$ cat src/common/supply_detect_cfg.svh
`ifndef SUPPLY_DETECT_CFG_SVH
`define SUPPLY_DETECT_CFG_SVH

// Register indices; byte address is four times the index
`define SD_IDX_CTRL 16'h0f85
`define SD_IDX_STATUS 16'h0f86
`define SD_IDX_MASK 16'h0f87
`define SD_ADDR_CTRL (`SD_IDX_CTRL << 2)
`define SD_ADDR_STATUS (`SD_IDX_STATUS << 2)
`define SD_ADDR_MASK (`SD_IDX_MASK << 2)

// Control register fields
`define SD_BIT_DIR 7
`define SD_BIT_BG 6
`define SD_BIT_REF 5
`define SD_BIT_EN 4
`define SD_LVL_MSB 3
`define SD_LVL_LSB 0
`define SD_LVL_EXT 4'hf
`define SD_CTRL_RST 8'h00

// Status and mask fields, same layout
`define SD_BIT_EVENT 0
`define SD_STATUS_RST 1'b0
`define SD_MASK_RST 1'b0

// Reference settling time and its cycle count at 100 ns per clock
`define SD_T_STAB_NS 20000
`define SD_CLK_PERIOD_NS 100
`define SD_STAB_CYC ((`SD_T_STAB_NS + `SD_CLK_PERIOD_NS - 1) / `SD_CLK_PERIOD_NS)
`define SD_STAB_W 8

`endif

$ cat src/common/supply_detect_pkg.sv
package supply_detect_pkg;

    typedef enum logic [1:0] {
        DET_OFF,
        DET_SETTLE,
        DET_ARMED
    } det_state_t;

    typedef logic [3:0] trip_level_t;
    typedef logic [15:0] apb_addr_t;
    typedef logic [31:0] apb_data_t;

endpackage : supply_detect_pkg

$ cat src/hw/pin_sync.sv
`timescale 1ns/100ps
`default_nettype none

module pin_sync #(
    parameter int W = 1
) (
    input wire logic sys_clk,
    input wire logic sys_rst,
    input wire logic [W-1:0] raw,
    output logic [W-1:0] clean
);

    logic [W-1:0] stage1;
    logic [W-1:0] stage2;
    logic [W-1:0] stage3;

    always_ff @(posedge sys_clk or posedge sys_rst) begin
        if (sys_rst) begin
            stage1 <= '0;
            stage2 <= '0;
            stage3 <= '0;
        end else begin
            stage1 <= raw;
            stage2 <= stage1;
            stage3 <= stage2;
        end
    end

    // A level is taken only once two settled stages agree
    always_ff @(posedge sys_clk or posedge sys_rst) begin
        if (sys_rst) begin
            clean <= '0;
        end else begin
            clean <= (~(stage2 ^ stage3) & stage3) | ((stage2 ^ stage3) & clean);
        end
    end

endmodule : pin_sync

`default_nettype wire

$ cat src/hw/stable_timer.sv
`timescale 1ns/100ps
`default_nettype none

module stable_timer #(
    parameter int COUNT = 200,
    parameter int W = 8
) (
    input wire logic sys_clk,
    input wire logic sys_rst,
    input wire logic run,
    output logic done
);

    localparam logic [W-1:0] LAST = W'(COUNT - 1);

    logic [W-1:0] cnt;

    // Dropping run restarts the interval from zero
    always_ff @(posedge sys_clk or posedge sys_rst) begin
        if (sys_rst) begin
            cnt <= '0;
            done <= 1'b0;
        end else if (!run) begin
            cnt <= '0;
            done <= 1'b0;
        end else if (cnt == LAST) begin
            done <= 1'b1;
        end else begin
            cnt <= cnt + W'(1);
        end
    end

endmodule : stable_timer

`default_nettype wire

$ cat src/hw/supply_threshold_detect_ctrl.sv
`include "supply_detect_cfg.svh"
`timescale 1ns/100ps
`default_nettype none

module supply_threshold_detect_ctrl (
    input wire logic sys_clk,
    input wire logic sys_rst,
    input wire logic psel,
    input wire logic penable,
    input wire logic pwrite,
    input wire supply_detect_pkg::apb_addr_t paddr,
    input wire supply_detect_pkg::apb_data_t pwdata,
    output supply_detect_pkg::apb_data_t prdata,
    output logic pready,
    output logic pslverr,
    input wire logic cmpAtOrAbove,
    input wire logic cmpAtOrBelow,
    input wire logic bandgapReady,
    output logic detectorPowerOn,
    output supply_detect_pkg::trip_level_t tripLevelSel,
    output logic externalInputSel,
    output logic directionSel,
    output logic irq,
    output logic wakeRequest
);

    import supply_detect_pkg::*;

    localparam int STAB = `SD_STAB_CYC;

    det_state_t state;
    det_state_t next_state;

    logic syncAbove;
    logic syncBelow;
    logic bgStable;
    logic timerDone;
    logic refStable;
    logic eventFlag;
    logic intEnable;
    logic next_eventFlag;
    logic next_intEnable;
    logic next_powerOn;
    logic next_direction;
    trip_level_t next_level;
    logic trip;

    logic setupPhase;
    logic accessDone;
    logic hitCtrl;
    logic hitStatus;
    logic hitMask;
    logic wrCtrl;
    logic wrStatus;
    logic wrMask;
    apb_data_t readMux;

    // Analog comparator and band gap status arrive unsynchronised
    pin_sync #(
        .W(3)
    ) u_sync (
        .sys_clk(sys_clk),
        .sys_rst(sys_rst),
        .raw({cmpAtOrAbove, cmpAtOrBelow, bandgapReady}),
        .clean({syncAbove, syncBelow, bgStable})
    );

    stable_timer #(
        .COUNT(STAB),
        .W(`SD_STAB_W)
    ) u_timer (
        .sys_clk(sys_clk),
        .sys_rst(sys_rst),
        .run(state == DET_SETTLE && detectorPowerOn),
        .done(timerDone)
    );

    // APB slave: pready follows the setup cycle, so each access lasts two cycles
    assign setupPhase = psel && !penable;
    assign accessDone = psel && penable && pready;
    assign hitCtrl = (paddr == `SD_ADDR_CTRL);
    assign hitStatus = (paddr == `SD_ADDR_STATUS);
    assign hitMask = (paddr == `SD_ADDR_MASK);
    assign wrCtrl = accessDone && pwrite && hitCtrl;
    assign wrStatus = accessDone && pwrite && hitStatus;
    assign wrMask = accessDone && pwrite && hitMask;

    // Stable flag drops at once on disable, before the state catches up
    assign refStable = (state == DET_ARMED) && detectorPowerOn;

    always_comb begin
        readMux = '0;
        if (hitCtrl) begin
            readMux[`SD_BIT_DIR] = directionSel;
            readMux[`SD_BIT_BG] = bgStable;
            readMux[`SD_BIT_REF] = refStable;
            readMux[`SD_BIT_EN] = detectorPowerOn;
            readMux[`SD_LVL_MSB:`SD_LVL_LSB] = tripLevelSel;
        end else if (hitStatus) begin
            readMux[`SD_BIT_EVENT] = eventFlag;
        end else if (hitMask) begin
            readMux[`SD_BIT_EVENT] = intEnable;
        end
    end

    always_ff @(posedge sys_clk or posedge sys_rst) begin
        if (sys_rst) begin
            pready <= 1'b0;
            pslverr <= 1'b0;
            prdata <= '0;
        end else begin
            pready <= setupPhase;
            pslverr <= setupPhase && !(hitCtrl || hitStatus || hitMask);
            if (setupPhase && !pwrite) begin
                prdata <= readMux;
            end else begin
                prdata <= '0;
            end
        end
    end

    // Read-only bits 6 and 5 ignore writes
    always_comb begin
        next_powerOn = detectorPowerOn;
        next_direction = directionSel;
        next_level = tripLevelSel;
        if (wrCtrl) begin
            next_powerOn = pwdata[`SD_BIT_EN];
            next_direction = pwdata[`SD_BIT_DIR];
            next_level = pwdata[`SD_LVL_MSB:`SD_LVL_LSB];
        end
    end

    always_ff @(posedge sys_clk or posedge sys_rst) begin
        if (sys_rst) begin
            detectorPowerOn <= 1'(`SD_CTRL_RST >> `SD_BIT_EN);
            directionSel <= 1'(`SD_CTRL_RST >> `SD_BIT_DIR);
            tripLevelSel <= 4'(`SD_CTRL_RST);
            externalInputSel <= (4'(`SD_CTRL_RST) == `SD_LVL_EXT);
        end else begin
            detectorPowerOn <= next_powerOn;
            directionSel <= next_direction;
            tripLevelSel <= next_level;
            externalInputSel <= (next_level == `SD_LVL_EXT);
        end
    end

    // Detector sequencing: off, settling reference, armed
    always_comb begin
        next_state = state;
        case (state)
            DET_OFF: begin
                if (detectorPowerOn) begin
                    next_state = DET_SETTLE;
                end
            end
            DET_SETTLE: begin
                if (!detectorPowerOn) begin
                    next_state = DET_OFF;
                end else if (timerDone) begin
                    next_state = DET_ARMED;
                end
            end
            DET_ARMED: begin
                if (!detectorPowerOn) begin
                    next_state = DET_OFF;
                end
            end
            default: begin
                next_state = DET_OFF;
            end
        endcase
    end

    always_ff @(posedge sys_clk or posedge sys_rst) begin
        if (sys_rst) begin
            state <= DET_OFF;
        end else begin
            state <= next_state;
        end
    end

    // No clock gating here, so the detector keeps working through sleep
    assign trip = refStable && (directionSel ? syncAbove : syncBelow);

    // A crossing in the clearing cycle still leaves the flag set
    always_comb begin
        next_eventFlag = eventFlag;
        if (wrStatus && pwdata[`SD_BIT_EVENT]) begin
            next_eventFlag = 1'b0;
        end
        if (trip) begin
            next_eventFlag = 1'b1;
        end
        next_intEnable = wrMask ? pwdata[`SD_BIT_EVENT] : intEnable;
    end

    always_ff @(posedge sys_clk or posedge sys_rst) begin
        if (sys_rst) begin
            eventFlag <= `SD_STATUS_RST;
            intEnable <= `SD_MASK_RST;
        end else begin
            eventFlag <= next_eventFlag;
            intEnable <= next_intEnable;
        end
    end

    // Interrupt tracks the flag without lag; wake is a pulse on each new event
    always_ff @(posedge sys_clk or posedge sys_rst) begin
        if (sys_rst) begin
            irq <= 1'b0;
            wakeRequest <= 1'b0;
        end else begin
            irq <= next_eventFlag && next_intEnable;
            wakeRequest <= next_eventFlag && !eventFlag;
        end
    end

    // Cycles since power-on, saturating; only the checks read it
    logic [8:0] onCycles;

    always_ff @(posedge sys_clk or posedge sys_rst) begin
        if (sys_rst) begin
            onCycles <= '0;
        end else if (!detectorPowerOn) begin
            onCycles <= '0;
        end else if (onCycles != 9'h1ff) begin
            onCycles <= onCycles + 9'h001;
        end
    end
endmodule : supply_threshold_detect_ctrl

`default_nettype wire

$ cat config.mk
export PLATFORM = sky130hd
export DESIGN_NAME = supply_threshold_detect_ctrl
export DESIGN_NICKNAME = d
export VERILOG_FILES = /design/src/common/supply_detect_pkg.sv /design/src/hw/pin_sync.sv /design/src/hw/stable_timer.sv /design/src/hw/supply_threshold_detect_ctrl.sv
export VERILOG_INCLUDE_DIRS = /design/src /design/src/common
export SDC_FILE = /design/constraint.sdc
export NUM_CORES = 1
export LEC_CHECK = 0
export BUFFER_PORTS_ARGS = -buffer_cell sky130_fd_sc_hd__buf_2
export CELL_PAD_IN_SITES_DETAIL_PLACEMENT = 2
export CELL_PAD_IN_SITES_GLOBAL_PLACEMENT = 2
export CORE_ASPECT_RATIO = 0.6
export CORE_UTILIZATION = 24
export DETAILED_ROUTE_END_ITERATION = 7
export PLACE_DENSITY_LB_ADDON = 0.25
export SLEW_MARGIN = 10
export SYNTH_ARGS = -nofsm -noshare
export SYNTH_HDL_FRONTEND = slang
export SYNTH_SLANG_ARGS = --single-unit
export TNS_END_PERCENT = 50
$ cat constraint.sdc
create_clock -name sys_clk -period 1.65 [get_ports sys_clk]
set_input_delay 0.2475 -clock sys_clk [delete_from_list [all_inputs] [get_ports sys_clk]]
set_output_delay 0.2475 -clock sys_clk [all_outputs]
set_load 0.01 [all_outputs]
==> flow_metrics.tcl, run 1 <==
set metrics [dict create \
    instances_no_fill 331 \
    vias 1347 \
    outcome "finished with violations" \
    cts_hold_buf 0 \
    busiest_layer "met2" \
    die_area_sq_um 8500 \
    vias_per_cell 4.07 \
    netlist_instances 162 \
    syn_to_final_growth_pct 24.8 \
    finalSetupViolations 0 \
    irDropWorstVdd_v 0.000330 \
    pin_count 99 \
    synth_top_cell_by_area "dfrtp_1" \
    ys_warn_count 0 \
    h-tree-depth 2 \
    synth_async_sr_flop_share_pct 100 \
    synth-main-ff-cell "dfrtp_1" \
    clockBufferDepth 2 \
    finalHoldViolCount 1 \
    drive_gt1_share_pct 34.5 \
    placement.io_buffers 48 \
    grt_pass1_vias 1490 \
    failed_checks "negative hold slack" \
    drt_iter0_drc 22 \
    die_w_um 118 \
    routabilityCongestion 0.722 \
    cp-start-kind "primary input" \
    routed_wl_um 4390 \
    yosysSeqAreaShare_pct 56.4 \
    power.density_nw_per_um2 882 \
    antenna_cells 0 \
    multiInputGateArea_sq_um 747 \
    fin_total_pwr_mw 2.15 \
    antenna_left 0 \
    max_freq_ghz 0.638 \
    antenna_found_initial 0 \
    cts_sinks 44 \
    cts_made_buffers 5 \
    hpwl_um 3340 \
    cap_violations 0 \
    critical_path_arrival_ns 1.73 \
    grt_pass1_wl_um 7530 \
    yosys-top-cells-area "dfrtp_1 (56%), buf_4 (9.2%), mux2_4 (4.6%)" \
    ys_ff_latch 44 \
    worst-setup-path-type "in2reg" \
    fin_nets 280 \
    grt_overflow 0 \
    report.final.slew_viol_count 0 \
    regArea_sq_um 1100 \
    ys_types 39 \
    hold_path_class "in2async" \
    use_met3_pct 3.74 \
    drc_errors 0 \
    synth_top_area_share_pct 56.4 \
    layout_min_cycle_time_ns 1.57 \
    syn_area_sq_um 1950 \
    cts_tree "done" \
    post_drt_wl_per_cell_um 13.2 \
    cp-end-kind "flip-flop" \
    fin_skew_ns 0.00254 \
    gr-usage-all-layers_pct 11.5 \
    start_util_pct 24.7 \
    synth-edff-count 0 \
    grt_start_max_net_pins 45 \
    cp_max_fo 7 \
    clkLatencyLatePin_ns 0.28 \
    n_fill_cell 876 \
    avgSynthCellArea_sq_um 12.0 \
    dpl.cell_count 324 \
    cts_root_buffer "clkbuf_16" \
    die-height_um 71.8 \
    drt-pass1-iter-count 4 \
    rsz0062_at_grt "no" \
    gr-usage-met1_pct 15.1 \
    core_area_sq_um 7880 \
    p_leak_nw 1.22 \
    period_share_pct 95.0 \
    grt_use_met2_pct 18.7 \
    hold_slack_ns -0.000882 \
    rows 25 \
    clk_pin_slew_ns 0.06 \
    required_ns 1.81 \
]
## layout by cell type (no fill, tap or decap), drive strengths merged
master | Yosys | final
a31o | 1 | 1
a21oi | 5 | 5
dfrtp | 44 | 44
buf | 24 | 55
or3 | 3 | 3
ha | 1 | 1
nor2b | 1 | 1
nor4b | 1 | 1
nand2b | 3 | 3
xor2 | 3 | 3
nor2 | 14 | 14
nand4b | 1 | 1
a21boi | 1 | 1
mux2 | 7 | 7
or4 | 1 | 1
nand2 | 6 | 6
nor3 | 3 | 3
xnor2 | 1 | 1
inv | 3 | 2
and3 | 1 | 1
clkbuf | 0 | 6
nor4 | 2 | 2
nand3 | 4 | 4
clkinv | 0 | 2
and4 | 1 | 1
mux2i | 4 | 4
or2b | 1 | 1
conb | 1 | 24
o221ai | 1 | 1
and2 | 7 | 7
maj3 | 3 | 3
nand4 | 5 | 5
a31oi | 2 | 2
nand3b | 2 | 2
or2 | 1 | 1
o21ai | 4 | 4
## power breakdown
group          internal, mW  switching, mW  leakage [nW]
sequential             1.10        0.00949         0.580
clock                 0.549          0.364        0.0667
combinational        0.0452         0.0779         0.578
total                  1.70          0.452          1.22
## worst max-delay path: stages
cell	delay, ns
buf_2	0.10
or4_4	0.53
nor3_4	0.24
nand2_4	0.10
nor2_8	0.19
mux2_4	0.32
## per-layer routing
metal / wire, um / part of all wire (%)
met1: 2070 / 47
met4: 27 / 0.62
met3: 222 / 5.1
met2: 2060 / 47
met5: 0 / 0
## cells in the mapped netlist (2+ instances only)
master    instances
inv_1             3
xor2_1            3
nand2_1           5
mux2_4            6
nor2_1           12
a31oi_1           2
a21oi_1           5
nor4_1            2
mux2i_1           4
nand3_1           4
dfrtp_1          44
nand2b_1          3
nand4_1           5
o21ai_0           4
buf_4            24
and2_1            7
nor3_1            2
nand3b_1          2
maj3_1            3
or3_1             3
## registers in the layout, indices dropped and copies added (netlist names), named ones only
name	cells
u_sync.stage2	3
tripLevelSel	4
pslverr	1
u_timer.done	1
directionSel	1
detectorPowerOn	1
eventFlag	1
pready	1
state	2
u_sync.stage1	3
prdata	8
externalInputSel	1
u_timer.cnt	8
wakeRequest	1
intEnable	1
u_sync.stage3	3
irq	1
## cell families (layout without fill, tap and decap cells)
family	count (synthesis)	in the layout	synth area share, %
fa+ha+maj	4	4	2.18
other cells	1	24	0.192
buf+inv	27	65	9.81
flops	44	44	56.4
xor+xnor	4	4	1.80
compound gates	14	14	4.23
mux	11	11	7.25
simple gates	57	57	18.1
## path summary, 6_finish.rpt
kind / slack (ns) / cells after the start / end / startpoint
worst min register to register: 0.35 / 0 / u_sync.stage2[0]$_DFF_PP0_ / u_sync.stage1[0]$_DFF_PP0_
max in group asynchronous: 1.43 / 3 / eventFlag$_DFF_PP0_ / sys_rst
worst max register to register: 0.15 / 7 / u_timer.cnt[2]$_DFFE_PP0P_ / u_timer.cnt[0]$_DFFE_PP0P_
worst max-delay path: 0.08 / 6 / tripLevelSel[1]$_DFF_PP0_ / paddr[15]
min in group sys_clk: 0.07 / 1 / u_sync.stage1[0]$_DFF_PP0_ / bandgapReady
worst min-delay path: -0.0009 / 3 / prdata[7]$_DFF_PP0_ / sys_rst
## what timing repair did
| item | CTS | global route |
|---|---|---|
| gates resized for setup | 0 | 1 |
| endpoints found under the setup margin | 0 | 1 |
| buffers inserted | 0 | 0 |
| endpoints found under the hold margin | 0 | 0 |
## final cells by class
type | instances | share of cell area, %
Sequential cell | 44 | 45.2
Multi-Input combinational cell | 114 | 30.7
Inverter | 3 | 0.463
Clock buffer | 6 | 5.30
Tap cell | 108 | 5.55
Timing Repair Buffer | 55 | 12.5
Clock inverter | 1 | 0.206
## per-stage QoR
| step | worst slack, ns | utilization [%] | TNS, ns | hold slack [ns] | instance area, sq um |
|---|---|---|---|---|---|
| floorplan | -0.0520 | - | -0.312 | 0.279 | 2040 |
| global placement | -0.198 | 29.1 | -2.75 | 0.304 | 2300 |
| detailed placement | -0.228 | 29.1 | -3.23 | 0.307 | 2300 |
| CTS | 0.0661 | 30.8 | 0 | 0.0102 | 2430 |
| global route | 0.000291 | 30.9 | 0 | 0.0209 | 2430 |
| finish | 0.0827 | 30.9 | 0 | -0.000882 | 2430 |
Note: power is estimated with default switching activity, not from simulation.
==> run 2: changes to the inputs <==
--- a/config.mk
+++ b/config.mk
@@ -12,7 +12,7 @@
 export CORE_ASPECT_RATIO = 0.6
 export CORE_UTILIZATION = 24
 export DETAILED_ROUTE_END_ITERATION = 7
-export PLACE_DENSITY_LB_ADDON = 0.25
+export PLACE_DENSITY_LB_ADDON = 0.1
 export SLEW_MARGIN = 10
 export SYNTH_ARGS = -nofsm -noshare
 export SYNTH_HDL_FRONTEND = slang
==> flow_metrics.tcl, run 2 (synthesis results as in run 1) <==
set metrics [dict create \
    outcome "completed" \
    cp-start-kind "primary input" \
    max_stage_delay_ns 0.54 \
    routabilityCongestion 0.750 \
    crit_cells 6 \
    antenna_found_initial 0 \
    routed_wl_um 4760 \
    layout_min_cycle_time_ns 1.59 \
    cts_root_buffer "clkbuf_16" \
    cp-end-kind "flip-flop" \
    fin_nets 282 \
    slowest_stage "or4_4" \
    report.final.slew_viol_count 0 \
    final_cell_mix "buf_2 (48), dfrtp_1 (44), conb_1 (24)" \
    drt_iter0_drc 40 \
    worst-setup-path-type "in2reg" \
    mostFrequentLayoutCell "buf_2" \
    cp_max_fo 7 \
    required_ns 1.81 \
    cap_violations 0 \
    grt_overflow 0 \
    grt_pass1_wl_um 7690 \
    finalHoldViolCount 0 \
    cts_tree "done" \
    cts_made_buffers 5 \
    drt-pass1-iter-count 2 \
    whs_path_depth 1 \
    postCtsSetupBuffers 0 \
    p_leak_nw 1.23 \
    clkLatencyLatePin_ns 0.28 \
    power.density_nw_per_um2 889 \
    reg.largest.list "prdata: 8 flops, u_timer.cnt: 8 flops, tripLevelSel: 4 flops" \
    pin_count 99 \
    antenna_left 0 \
    rows 25 \
    hold_path_class "in2reg" \
    die_area_sq_um 8500 \
    grt_start_max_net_pins 29 \
    start_util_pct 24.7 \
    rsz0062_at_grt "no" \
    hpwl_um 3670 \
    cts_sinks 44 \
    die-height_um 71.8 \
    vias_per_cell 4.08 \
    grt_pass1_vias 1452 \
    die_w_um 118 \
    h-tree-depth 2 \
    crit_family "simple AND/OR/NAND/NOR gates" \
    core_area_sq_um 7880 \
    drive_gt1_share_pct 36.0 \
    finalSetupViolations 0 \
    placement.io_buffers 48 \
    place_area_sq_um 2300 \
    fin_skew_ns 0.00525 \
    gr-usage-all-layers_pct 12.0 \
    worst-path-buf-inv 1 \
    tns_ns 0 \
    post_drt_wl_per_cell_um 14.3 \
    syn_to_final_growth_pct 26.2 \
    path_cells "buf_2, or4_4, nor3_4, nand2_4, nor2_8, mux2_4" \
    vias 1357 \
    drc_errors 0 \
    clockBufferDepth 2 \
    period_share_pct 96.2 \
    antenna_cells 0 \
    reg2reg_depth 5 \
    postLayoutCoreUtil_pct 31.2 \
    design_area_sq_um 2460 \
    irDropWorstVdd_v 0.000427 \
    max_freq_ghz 0.630 \
    clk_pin_slew_ns 0.06 \
    critical_path_arrival_ns 1.75 \
]
[run 2: final timing paths]
check	startpoint	slack (ns)	end
setup / recovery	paddr[15]	0.06	tripLevelSel[2]$_DFF_PP0_
hold / removal	cmpAtOrBelow	0.06	u_sync.stage1[1]$_DFF_PP0_
setup reg to reg	pready$_DFF_PP0_	0.13	intEnable$_DFF_PP0_
hold reg to reg	u_sync.stage1[1]$_DFF_PP0_	0.35	u_sync.stage2[1]$_DFF_PP0_
max in group asynchronous	sys_rst	0.67	prdata[1]$_DFF_PP0_
min in group asynchronous	sys_rst	0.49	asynchronous set/reset pin
[run 2: layer usage]
metal	track usage, %	vias up	part of all wire, %
li1	-	636	-
met3	4.14	5	5.2
met1	15.5	672	49
met5	0	-	0
met2	19.0	44	45
met4	3.38	0	0.86
[run 2: what timing repair did]
action                     CTS  global route
setup endpoints to repair    0             3
hold endpoints to repair    16             0
hold buffers                 1             0
gates resized for setup      0             3
[run 2: stage by stage]
stage	worst slack (ns)	std cells	power [mW]	hold WS, ns
global placement	-0.248	325	1.25	0.244
CTS	0.0404	333	2.24	0.0544
floorplan	-0.0520	185	1.23	0.279
detailed placement	-0.259	325	1.26	0.259
global route	0.00496	333	2.29	0.0523
finish	0.0622	333	2.19	0.0647
[run 2: final cells by class]
class / count / area (sq um)
Clock buffer: 5 / 125
Inverter: 3 / 11.3
Timing Repair Buffer: 57 / 323
Sequential cell: 44 / 1100
Fill cell: 875 / 5420
Multi-Input combinational cell: 114 / 753
Clock inverter: 2 / 12.5
Tap cell: 108 / 135
[run 2: power breakdown]
| group | total, mW | leakage [nW] | internal (mW) | switching, mW |
|---|---|---|---|---|
| clock | 0.950 | 0.0657 | 0.549 | 0.400 |
| sequential | 1.11 | 0.580 | 1.10 | 0.0102 |
| combinational | 0.128 | 0.589 | 0.0468 | 0.0811 |
